### src/nvss_defines.svh
// Purpose: timing counts and fixed addresses for the memory controller
// Assumes: sys_clk at 100 MHz, 10 ns period
// Notes: cycle counts derive from times in their own unit
`ifndef NVSS_DEFINES_SVH
`define NVSS_DEFINES_SVH
`define NVSS_CLK_PERIOD_NS 10
`define NVSS_ADDR_W 13
`define NVSS_DATA_W 8
// least times, rounded up to whole cycles
`define NVSS_CYCLE_NS 55
`define NVSS_CYCLE_CYC ((`NVSS_CYCLE_NS + `NVSS_CLK_PERIOD_NS - 1) / `NVSS_CLK_PERIOD_NS)
`define NVSS_PULSE_NS 45
`define NVSS_PULSE_CYC ((`NVSS_PULSE_NS + `NVSS_CLK_PERIOD_NS - 1) / `NVSS_CLK_PERIOD_NS)
// busy waits after a save or restore sequence, and the power-up wait
`define NVSS_SAVE_MS 10
`define NVSS_SAVE_CYC (`NVSS_SAVE_MS * 1000000 / `NVSS_CLK_PERIOD_NS)
`define NVSS_RESTORE_US 20
`define NVSS_RESTORE_CYC (`NVSS_RESTORE_US * 1000 / `NVSS_CLK_PERIOD_NS)
`define NVSS_PWRUP_US 550
`define NVSS_PWRUP_CYC (`NVSS_PWRUP_US * 1000 / `NVSS_CLK_PERIOD_NS)
// sequence addresses
`define NVSS_SEQ0 13'h0000
`define NVSS_SEQ1 13'h1555
`define NVSS_SEQ2 13'h0aaa
`define NVSS_SEQ3 13'h1fff
`define NVSS_SEQ4 13'h10f0
`define NVSS_SEQ_SAVE 13'h0f0f
`define NVSS_SEQ_RESTORE 13'h0f0e
`endif

### src/nvss_pkg.sv
// Purpose: types for the memory controller
// Assumes: nothing
// Notes: commands from the user side
package nvss_pkg;
	typedef enum logic [1:0] {
		NVSS_CMD_READ,
		NVSS_CMD_WRITE,
		NVSS_CMD_SAVE,
		NVSS_CMD_RESTORE
	} nvss_cmd_t;
endpackage

### src/nvss_timer.sv
// Purpose: loadable down counter for waits
// Assumes: load and count never overlap usefully
// Notes: done is a level while the count is zero
`include "nvss_defines.svh"
module nvss_timer (
	// clock and reset
	input wire logic sys_clk,
	input wire logic nrst,
	// control
	input wire logic load,
	input wire logic [23:0] load_val,
	// status
	output logic done
);
	logic [23:0] cnt_q;

	always_ff @(posedge sys_clk) begin
		if (!nrst) begin
			cnt_q <= 24'h000000;
		end else if (load) begin
			cnt_q <= load_val;
		end else if (cnt_q != 24'h000000) begin
			cnt_q <= cnt_q - 24'h000001;
		end
	end

	assign done = (cnt_q == 24'h000000);
endmodule // nvss_timer

### src/nvss_host.sv
// What this block does
// - address steady across whole write
// - drive pin high throughout every write
// - six reads 0000..0f0f start save
// - six reads 0000..0f0e start restore
// - steps are select controlled reads
// - strobe high through all six steps
// - no write held as restore ends
//
// Purpose: host controller driving the memory pins
// Assumes: pins of the memory sit in the sys_clk domain via pads
// Notes: one access at a time; no pin reads the memory's state back
`include "nvss_defines.svh"
module nvss_host #(
	parameter int unsigned SAVE_CYC = `NVSS_SAVE_CYC,
	parameter int unsigned RESTORE_CYC = `NVSS_RESTORE_CYC,
	parameter int unsigned PWRUP_CYC = `NVSS_PWRUP_CYC
) (
	// clock and reset
	input wire logic sys_clk,
	input wire logic nrst,
	// user command port
	input wire logic cmd_valid,
	output logic cmd_ready,
	input wire logic [1:0] cmd_op,
	input wire logic [12:0] cmd_addr,
	input wire logic [7:0] cmd_wdata,
	output logic rsp_valid,
	output logic [7:0] rsp_rdata,
	output logic busy,
	// memory pins
	output logic chip_select_n,
	output logic write_strobe_n,
	output logic output_drive_n,
	output logic [12:0] byte_select_lines,
	input wire logic [7:0] bidir_byte_pins_i,
	output logic [7:0] bidir_byte_pins_o,
	output logic bidir_byte_pins_oe
);
	typedef enum logic [2:0] {
		NVSS_ST_PWRUP, NVSS_ST_IDLE, NVSS_ST_SETUP, NVSS_ST_PULSE,
		NVSS_ST_GAP, NVSS_ST_WAIT
	} nvss_state_t;

	nvss_state_t st_q;
	logic [1:0] op_q;
	logic [2:0] step_q;
	logic [7:0] sync1_q, sync2_q;
	logic t_load, t_done;
	logic [23:0] t_val;
	logic pw_armed_q;

	// pin data passes two flops before use
	always_ff @(posedge sys_clk) begin
		if (!nrst) begin
			sync1_q <= 8'h00;
			sync2_q <= 8'h00;
		end else begin
			sync1_q <= bidir_byte_pins_i;
			sync2_q <= sync1_q;
		end
	end

	nvss_timer i_nvss_timer (
		.sys_clk(sys_clk),
		.nrst(nrst),
		.load(t_load),
		.load_val(t_val),
		.done(t_done)
	);

	function automatic logic [12:0] seq_addr(input logic [2:0] s,
		input logic sv);
		case (s)
			3'h0: seq_addr = `NVSS_SEQ0;
			3'h1: seq_addr = `NVSS_SEQ1;
			3'h2: seq_addr = `NVSS_SEQ2;
			3'h3: seq_addr = `NVSS_SEQ3;
			3'h4: seq_addr = `NVSS_SEQ4;
			default: seq_addr = sv ? `NVSS_SEQ_SAVE : `NVSS_SEQ_RESTORE;
		endcase
	endfunction

	logic is_seq, is_wr;
	assign is_seq = (op_q == 2'(nvss_pkg::NVSS_CMD_SAVE)) ||
		(op_q == 2'(nvss_pkg::NVSS_CMD_RESTORE));
	assign is_wr = (op_q == 2'(nvss_pkg::NVSS_CMD_WRITE));
	assign cmd_ready = (st_q == NVSS_ST_IDLE);
	assign busy = (st_q == NVSS_ST_WAIT) || (st_q == NVSS_ST_PWRUP);

	// timer loads: pulse width, gap, or long busy waits
	always_comb begin
		t_load = 1'b0;
		t_val = 24'h000000;
		case (st_q)
			NVSS_ST_PWRUP: begin
				t_load = !pw_armed_q;
				t_val = 24'(PWRUP_CYC);
			end
			NVSS_ST_SETUP: begin
				t_load = 1'b1;
				t_val = 24'(`NVSS_PULSE_CYC);
			end
			NVSS_ST_PULSE: begin
				if (t_done) begin
					t_load = 1'b1;
					if (is_seq && step_q == 3'h5) begin
						t_val = (op_q == 2'(nvss_pkg::NVSS_CMD_SAVE)) ?
							24'(SAVE_CYC) : 24'(RESTORE_CYC);
					end else begin
						t_val = 24'(`NVSS_CYCLE_CYC - `NVSS_PULSE_CYC + 1);
					end
				end
			end
			default: begin
				t_load = 1'b0;
			end
		endcase
	end

	// main sequencer
	always_ff @(posedge sys_clk) begin
		if (!nrst) begin
			st_q <= NVSS_ST_PWRUP;
			op_q <= 2'h0;
			step_q <= 3'h0;
		end else begin
			case (st_q)
				NVSS_ST_PWRUP: begin
					// wait for power-up restore
					// timer idles at zero, so wait until it was loaded
					if (pw_armed_q && t_done) begin
						st_q <= NVSS_ST_IDLE;
					end
				end
				NVSS_ST_IDLE: begin
					if (cmd_valid) begin
						op_q <= cmd_op;
						step_q <= 3'h0;
						st_q <= NVSS_ST_SETUP;
					end
				end
				NVSS_ST_SETUP: begin
					st_q <= NVSS_ST_PULSE;
				end
				NVSS_ST_PULSE: begin
					if (t_done) begin
						st_q <= (is_seq && step_q == 3'h5) ?
							NVSS_ST_WAIT : NVSS_ST_GAP;
					end
				end
				NVSS_ST_GAP: begin
					// steps spaced by the gap wait that fills out the cycle time
					if (t_done) begin
						if (is_seq && step_q != 3'h5) begin
							step_q <= step_q + 3'h1;
							st_q <= NVSS_ST_SETUP;
						end else begin
							st_q <= NVSS_ST_IDLE;
						end
					end
				end
				NVSS_ST_WAIT: begin
					if (t_done) begin
						st_q <= NVSS_ST_IDLE;
					end
				end
				default: begin
					st_q <= NVSS_ST_IDLE;
				end
			endcase
		end
	end

	// pins: address set in setup, held until select rises
	always_ff @(posedge sys_clk) begin
		if (!nrst) begin
			byte_select_lines <= 13'h0000;
			bidir_byte_pins_o <= 8'h00;
		end else if (st_q == NVSS_ST_IDLE && cmd_valid) begin
			byte_select_lines <= (cmd_op[1]) ? `NVSS_SEQ0 : cmd_addr;
			bidir_byte_pins_o <= cmd_wdata;
		end else if (st_q == NVSS_ST_GAP && t_done && is_seq &&
			step_q != 3'h5) begin
			byte_select_lines <= seq_addr(step_q + 3'h1,
				op_q == 2'(nvss_pkg::NVSS_CMD_SAVE));
		end
	end

	assign chip_select_n = !(st_q == NVSS_ST_PULSE);
	// strobe only for writes; high in sequences; high idle
	always_ff @(posedge sys_clk) begin
		if (!nrst) begin
			write_strobe_n <= 1'b1;
		end else begin
			// low through the pulse, rises a cycle after select
			write_strobe_n <= !(is_wr &&
				(st_q == NVSS_ST_SETUP || st_q == NVSS_ST_PULSE));
		end
	end
	// drive pin high in writes; low for plain reads
	assign output_drive_n = !(st_q == NVSS_ST_PULSE &&
		op_q == 2'(nvss_pkg::NVSS_CMD_READ));
	assign bidir_byte_pins_oe = is_wr &&
		(st_q == NVSS_ST_SETUP || st_q == NVSS_ST_PULSE ||
		st_q == NVSS_ST_GAP);

	// read data sampled at pulse end, after sync delay
	always_ff @(posedge sys_clk) begin
		if (!nrst) begin
			rsp_valid <= 1'b0;
			rsp_rdata <= 8'h00;
		end else begin
			rsp_valid <= st_q == NVSS_ST_PULSE && t_done &&
				op_q == 2'(nvss_pkg::NVSS_CMD_READ);
			if (st_q == NVSS_ST_PULSE && t_done &&
				op_q == 2'(nvss_pkg::NVSS_CMD_READ)) begin
				rsp_rdata <= sync2_q;
			end
		end
	end

	// power-up wait loaded once, right after reset
	always_ff @(posedge sys_clk) begin
		if (!nrst) begin
			pw_armed_q <= 1'b0;
		end else begin
			pw_armed_q <= 1'b1;
		end
	end

	// select low only in pulse state
	property p_sel_pulse;
		@(posedge sys_clk) disable iff (!nrst)
		!chip_select_n |-> st_q == NVSS_ST_PULSE;
	endproperty
	a_sel_pulse: assert property (p_sel_pulse) else $error("select out");

	property p_seq_ws;
		@(posedge sys_clk) disable iff (!nrst)
		is_seq && st_q != NVSS_ST_IDLE |-> write_strobe_n;
	endproperty
	a_seq_ws: assert property (p_seq_ws) else $error("strobe in seq");

	// drive pin high while strobe low
	property p_wr_oe;
		@(posedge sys_clk) disable iff (!nrst)
		!write_strobe_n |-> output_drive_n;
	endproperty
	a_wr_oe: assert property (p_wr_oe) else $error("drive in write");

	property p_addr_hold;
		@(posedge sys_clk) disable iff (!nrst)
		!chip_select_n && $past(!chip_select_n) |->
			$stable(byte_select_lines);
	endproperty
	a_addr_hold: assert property (p_addr_hold) else $error("addr moved");

	property p_busy;
		@(posedge sys_clk) disable iff (!nrst)
		busy |-> chip_select_n && !cmd_ready;
	endproperty
	a_busy: assert property (p_busy) else $error("busy access");

	// no write as power-up restore ends
	property p_pwr;
		@(posedge sys_clk) disable iff (!nrst)
		st_q == NVSS_ST_PWRUP |-> write_strobe_n && chip_select_n;
	endproperty
	a_pwr: assert property (p_pwr) else $error("write at pwrup");

	property p_step0;
		@(posedge sys_clk) disable iff (!nrst)
		is_seq && step_q == 3'h0 && !chip_select_n |->
			byte_select_lines == 13'h0000;
	endproperty
	a_step0: assert property (p_step0) else $error("bad step0");

	// host data driven only for writes
	property p_oe;
		@(posedge sys_clk) disable iff (!nrst)
		bidir_byte_pins_oe |-> is_wr && output_drive_n;
	endproperty
	a_oe: assert property (p_oe) else $error("bus clash");
endmodule // nvss_host

### config.mk
export PLATFORM = sky130hd
export DESIGN_NAME = nvss_host
export DESIGN_NICKNAME = d
export VERILOG_FILES = /design/src/nvss_pkg.sv /design/src/nvss_timer.sv /design/src/nvss_host.sv
export VERILOG_INCLUDE_DIRS = /design/src
export SDC_FILE = /design/constraint.sdc
export NUM_CORES = 1
export LEC_CHECK = 0
export BUFFER_PORTS_ARGS = -buffer_cell sky130_fd_sc_hd__buf_2
export CAP_MARGIN = 20
export CORE_ASPECT_RATIO = 0.8
export CORE_MARGIN = 10
export CORE_UTILIZATION = 50
export DETAILED_ROUTE_END_ITERATION = 10
export PLACE_DENSITY = 0.75
export SLEW_MARGIN = 10
export SYNTH_ARGS = -nofsm -noshare
export SYNTH_HDL_FRONTEND = slang
export SYNTH_SLANG_ARGS = --single-unit
### constraint.sdc
create_clock -name sys_clk -period 2.9 [get_ports sys_clk]
set_clock_uncertainty 0.2 [all_clocks]
set_input_delay 0.29 -clock sys_clk [delete_from_list [all_inputs] [get_ports sys_clk]]
set_output_delay 0.29 -clock sys_clk [all_outputs]
set_load 0.05 [all_outputs]
Word level (Yosys, flattened, before mapping)
Cells that the tools add are included.

Register bits after elaboration: 80. Logic and storage cells: 91.

Add/sub/neg operators: 2. Equality and inequality tests: 20. Mux-type cells: 26. Reduce and logical (&&, ||, !) cells: 31.

Operators with widths (count): 13-bit one-hot mux with 5 select lines (1); 20-bit 2-to-1 mux (3); 20-bit one-hot mux with 3 select lines (1); 24-bit 2-to-1 mux (2); 13-bit 2-to-1 mux (3); 24-bit zero test (1); 3-bit 2-to-1 mux (8); 24-bit nonzero test (1); 24-bit by 1-bit subtractor with 24-bit output, second input constant (1); 3-bit one-hot mux with 6 select lines (1); 3-bit by 2-bit equality test with 1-bit output, second input constant (4); 3-bit equality test, second input constant (4); 1-bit logical AND (12); 2-bit != test, second input constant (5); 3-bit by 1-bit equality test with 1-bit output, second input constant (2); 3-bit zero test (2); 3-bit one-hot mux with 2 select lines (1); 2-bit nonzero test (3); 5-bit AND reduction (1); 2-bit equality test, second input constant (2); 1-bit zero test (4); 1-bit logical OR (4); 1-bit 2-to-1 mux (4); 4-bit AND reduction (1); other kinds (8) (8).

Longest topological paths before layout
Word-level depth: 7. Depth in mapped cells: 9. Mapped depth without buffers: 7.

Cells and area by module
A second synthesis with hierarchy kept.

Cell total of the unflattened synthesis: 415. Area total of the unflattened synthesis: 3628.5 sq um.

Modules (own cells, without submodules): nvss_host (times used 1, cells each 253, area each 2267.2 sq um, seq. area each 1121.1 sq um); nvss_timer (times used 1, cells each 162, area each 1361.3 sq um, seq. area each 480.5 sq um).

Worst setup path after synthesis
Ideal clock, no wire load.

Path type: register to register. From: register st_q[2]. To: register rsp_rdata[0]. Arrival time: 2.573 ns. Path slack: -0.001 ns. Stages on the path, launching flop included: 7. Path buffers: 1. Period minus slack after synthesis: 2.901 ns. Cell sequence: dfxtp_1 clkbuf_1 nand3b_1 or3_1 nor3_4 mux2i_1 nor2_1.

Word-level cells in the longest chain between the ends: 3.

RTL lines: from (decl) (RTL line nvss_host.sv:45) `nvss_state_t st_q;`; from (signal assigned) (RTL line nvss_host.sv:148) `st_q <= (is_seq && step_q == 3'h5) ?`; 3-bit by 2-bit equality test with 1-bit output (RTL line nvss_host.sv:216) `if (st_q == NVSS_ST_PULSE && t_done &&`; 1-bit logical AND (2 in series) (RTL line nvss_host.sv:216); to (signal assigned) (RTL line nvss_host.sv:218) `rsp_rdata <= sync2_q;`; to (decl) (RTL line nvss_host.sv:29) `output logic [7:0] rsp_rdata,`.

No other way between the ends. A chain may end at the register's enable or synchronous reset.

Final worst setup path
From: register i_nvss_timer.cnt_q[2]. To: register i_nvss_timer.cnt_q[21].

Word-level cells in the longest chain between the ends: 4. Elaborated cells between the ends (all ways): 8.

RTL lines: from (decl) (RTL line nvss_timer.sv:15) `logic [23:0] cnt_q;`; from (signal assigned) (RTL line nvss_timer.sv:21) `cnt_q <= load_val;`; from (signal assigned) (RTL line nvss_timer.sv:23) `cnt_q <= cnt_q - 24'h000001;`; branches (longest 4 deep; another with 24-bit by 1-bit subtractor with 24-bit output).

Parallel ways; which one is timed is not known. The select of a mux whose other input is x is not followed.

==> flow_summary.ini <==
[status]
status = completed

[finish]
syn2layout_area_growth_pct = 23.6
layout_commonest_cell = dfxtp_1
fin_area_um2 = 4600
fin_nets = 559
fillCellCount = 634
final_cell_mix = 80 x dfxtp_1, 69 x buf_2, 38 x nand2_1, 35 x a21oi_1, 29 x nor2_1
num_antenna_cells = 0
drive_above_1_share_pct = 24.3

[setup_path]
path_cells = or4_1, or4_4, or2_4, or4b_4, a21oi_2
cpPeakStageDelay_ps = 580
required_ps = 2980
start_kind = register
criticalPathCategory = reg2reg
slowest_stage = or4_1
crit_fanout = 9
arrival_ps = 2790
critical_path.endpoint_type = register

[timing]
slew_headroom_pct = 54.7
fmax_mhz = 369
setup_slack_ps = 190
fin_crit_sh_pct = 93.5
rsz0062_at_grt = false
hold_violations = 0
drv_slew = 0
layout_min_cycle_time_ps = 2710
setup_viol = 0
worst_slew_pin_slew_ps = 677
setup_tns_ps = 0
whs_ps = 64.8

[grt]
grtUsageTotal_pct = 17.7
grt_antenna_before_repair = 0
grt_pass1_wl_mm = 16.4
grt_max_degree = 22
grt_pass1_vias = 3393
gr-total-overflow = 0

[die]
die_width_um = 116
io_pins = 70
initial_core_util_pct = 50.9
die-height_um = 97.2
fp.dieArea_um2 = 11300
rows = 28
core_area_um2 = 7320

[clock_network]
cts_buffers = 9
root_buffer = clkbuf_8
path_clk_slew_ps = 80
htree_levels = 3
cts.path.max_buffers = 2
postCtsSetupBuffers = 0
cts-resized-gates = 0
cts_sinks = 80
cts_tree = done
cts_hold_buf = 18
clk_latency_ps = 360

[pwr]
ir_worst_vdd_uv = 446
total_power_mw = 4.18
p_leak_nw = 1.90
power_density_nw_per_um2 = 909

[placement]
place_area_um2 = 4230
dp_slack_ps = 269
dp.final_hpwl_mm = 6.96
port-buffer-count = 69
place_congestion = 0.977

[route]
totalWireLength_mm = 9.94
top_layer_used = met4
first_pass_iters = 4
num_vias = 3460
routed_via_density = 5.64
met1_length_mm = 4.47
antenna_left = 0
drc = 0
wire_per_inst_um = 16.2
met3_length_um = 713
drt_iter0_markers = 273
wl_met2_mm = 4.54

[synth]
yosys_register_bits = 80
synth_warnings = 0
ys_seq_area_share_pct = 43.0
synth-main-ff-cell = dfxtp_1
synthArstFlopShare_pct = 0
synth-edff-count = 0
synth_cells = 426
syn_area_um2 = 3720
ys_types = 62
synth_nets = 467
syn_avg_cell_area_um2 = 8.74

[worst_hold_path]
hold_path_class = in2reg

[job]
cap_violations = 0
cell families (layout without fill, tap and decap cells):
group                    count (synthesis)  after routing  share of synthesized area, %
flip-flops                              80             80                          43.0
buffers and inverters                   36            133                          4.07
XOR/XNOR                                12             12                          2.82
AND/OR/NAND/NOR                        177            177                          25.9
AO/OA/AOI/OAI                          103            103                          18.9
multiplexers                            11             11                          2.96
adder cells (fa/ha/maj)                  7              7                          2.35
where the power goes:
group          switching, mW  internal, mW
clock network          0.413         0.402
logic                   1.16         0.743
registers              0.190          1.28
total                   1.76          2.42
metrics by stage:
| step | utilization (%) | std cells |
|---|---|---|
| after floorplan | - | 426 |
| after global placement | 57.7 | 579 |
| after detailed placement | 57.7 | 579 |
| after CTS | 62.9 | 613 |
| after global routing | 62.9 | 613 |
| final | 62.9 | 613 |
layer usage:
layer | vias up | track usage, %
met5 | - | 0
met4 | 0 | 7.49
met3 | 18 | 6.11
met2 | 119 | 26.9
met1 | 1591 | 22.0
li1 | 1732 | -
synth_stat cells, drive strengths merged (3+ instances only):
master | instances | area [um^2]
o21ai | 12 | 63.8
o221a | 6 | 67.6
ha | 7 | 87.6
nand2b | 6 | 37.5
or4 | 10 | 78.8
o211a | 3 | 30.0
nor4 | 10 | 62.6
buf | 6 | 38.8
inv | 8 | 30.0
nand2 | 38 | 143
or3 | 9 | 56.3
o31ai | 5 | 37.5
nor2 | 29 | 109
and2 | 23 | 144
a21oi | 36 | 184
xor2 | 6 | 52.6
a211oi | 6 | 45.0
o31a | 3 | 26.3
clkbuf | 21 | 78.8
nor2b | 3 | 18.8
o211ai | 5 | 37.5
nand3 | 18 | 90.1
or2 | 6 | 40.0
nor3 | 9 | 56.3
nand4 | 6 | 37.5
mux2i | 11 | 110
xnor2 | 6 | 52.6
a31oi | 9 | 56.3
dfxtp | 80 | 1600
registers in the layout, summed over array words and instances (netlist names):
name / flops
bidir_byte_pins_o: 8
byte_select_lines: 13
i_nvss_timer.cnt_q: 24
op_q: 2
pw_armed_q: 1
rsp_rdata: 8
rsp_valid: 1
st_q: 3
step_q: 3
sync1_q: 8
sync2_q: 8
write_strobe_n: 1
final cells by class:
class                      count  area [um^2]  area share, %
multi-input combinational    310         1980           42.9
clock inverter                 6         68.8           1.49
timing repair buffer         108          683           14.8
clock buffer                  10          128           2.77
sequential                    80         1600           34.8
inverter                       9         33.8          0.734
tap                           90          113           2.45
worst paths after layout:
path	start	end	slack [ps]	cells after the start
setup reg to reg	i_nvss_timer.cnt_q[2]	i_nvss_timer.cnt_q[21]	190	5
hold / removal	cmd_addr[6]	byte_select_lines[6]	60	3
hold reg to reg	sync1_q[3]	sync2_q[3]	230	1
setup / recovery	i_nvss_timer.cnt_q[2]	i_nvss_timer.cnt_q[21]	190	5
critical path, delay by kind of cell (launching register included):
| kind | cells | cell delay (ps) |
|---|---|---|
| and+or+nand+nor | 4 | 1910 |
| DFF | 1 | 360 |
| AOI/OAI and AO/OA | 1 | 160 |
Note: power is estimated with default switching activity, not from simulation.
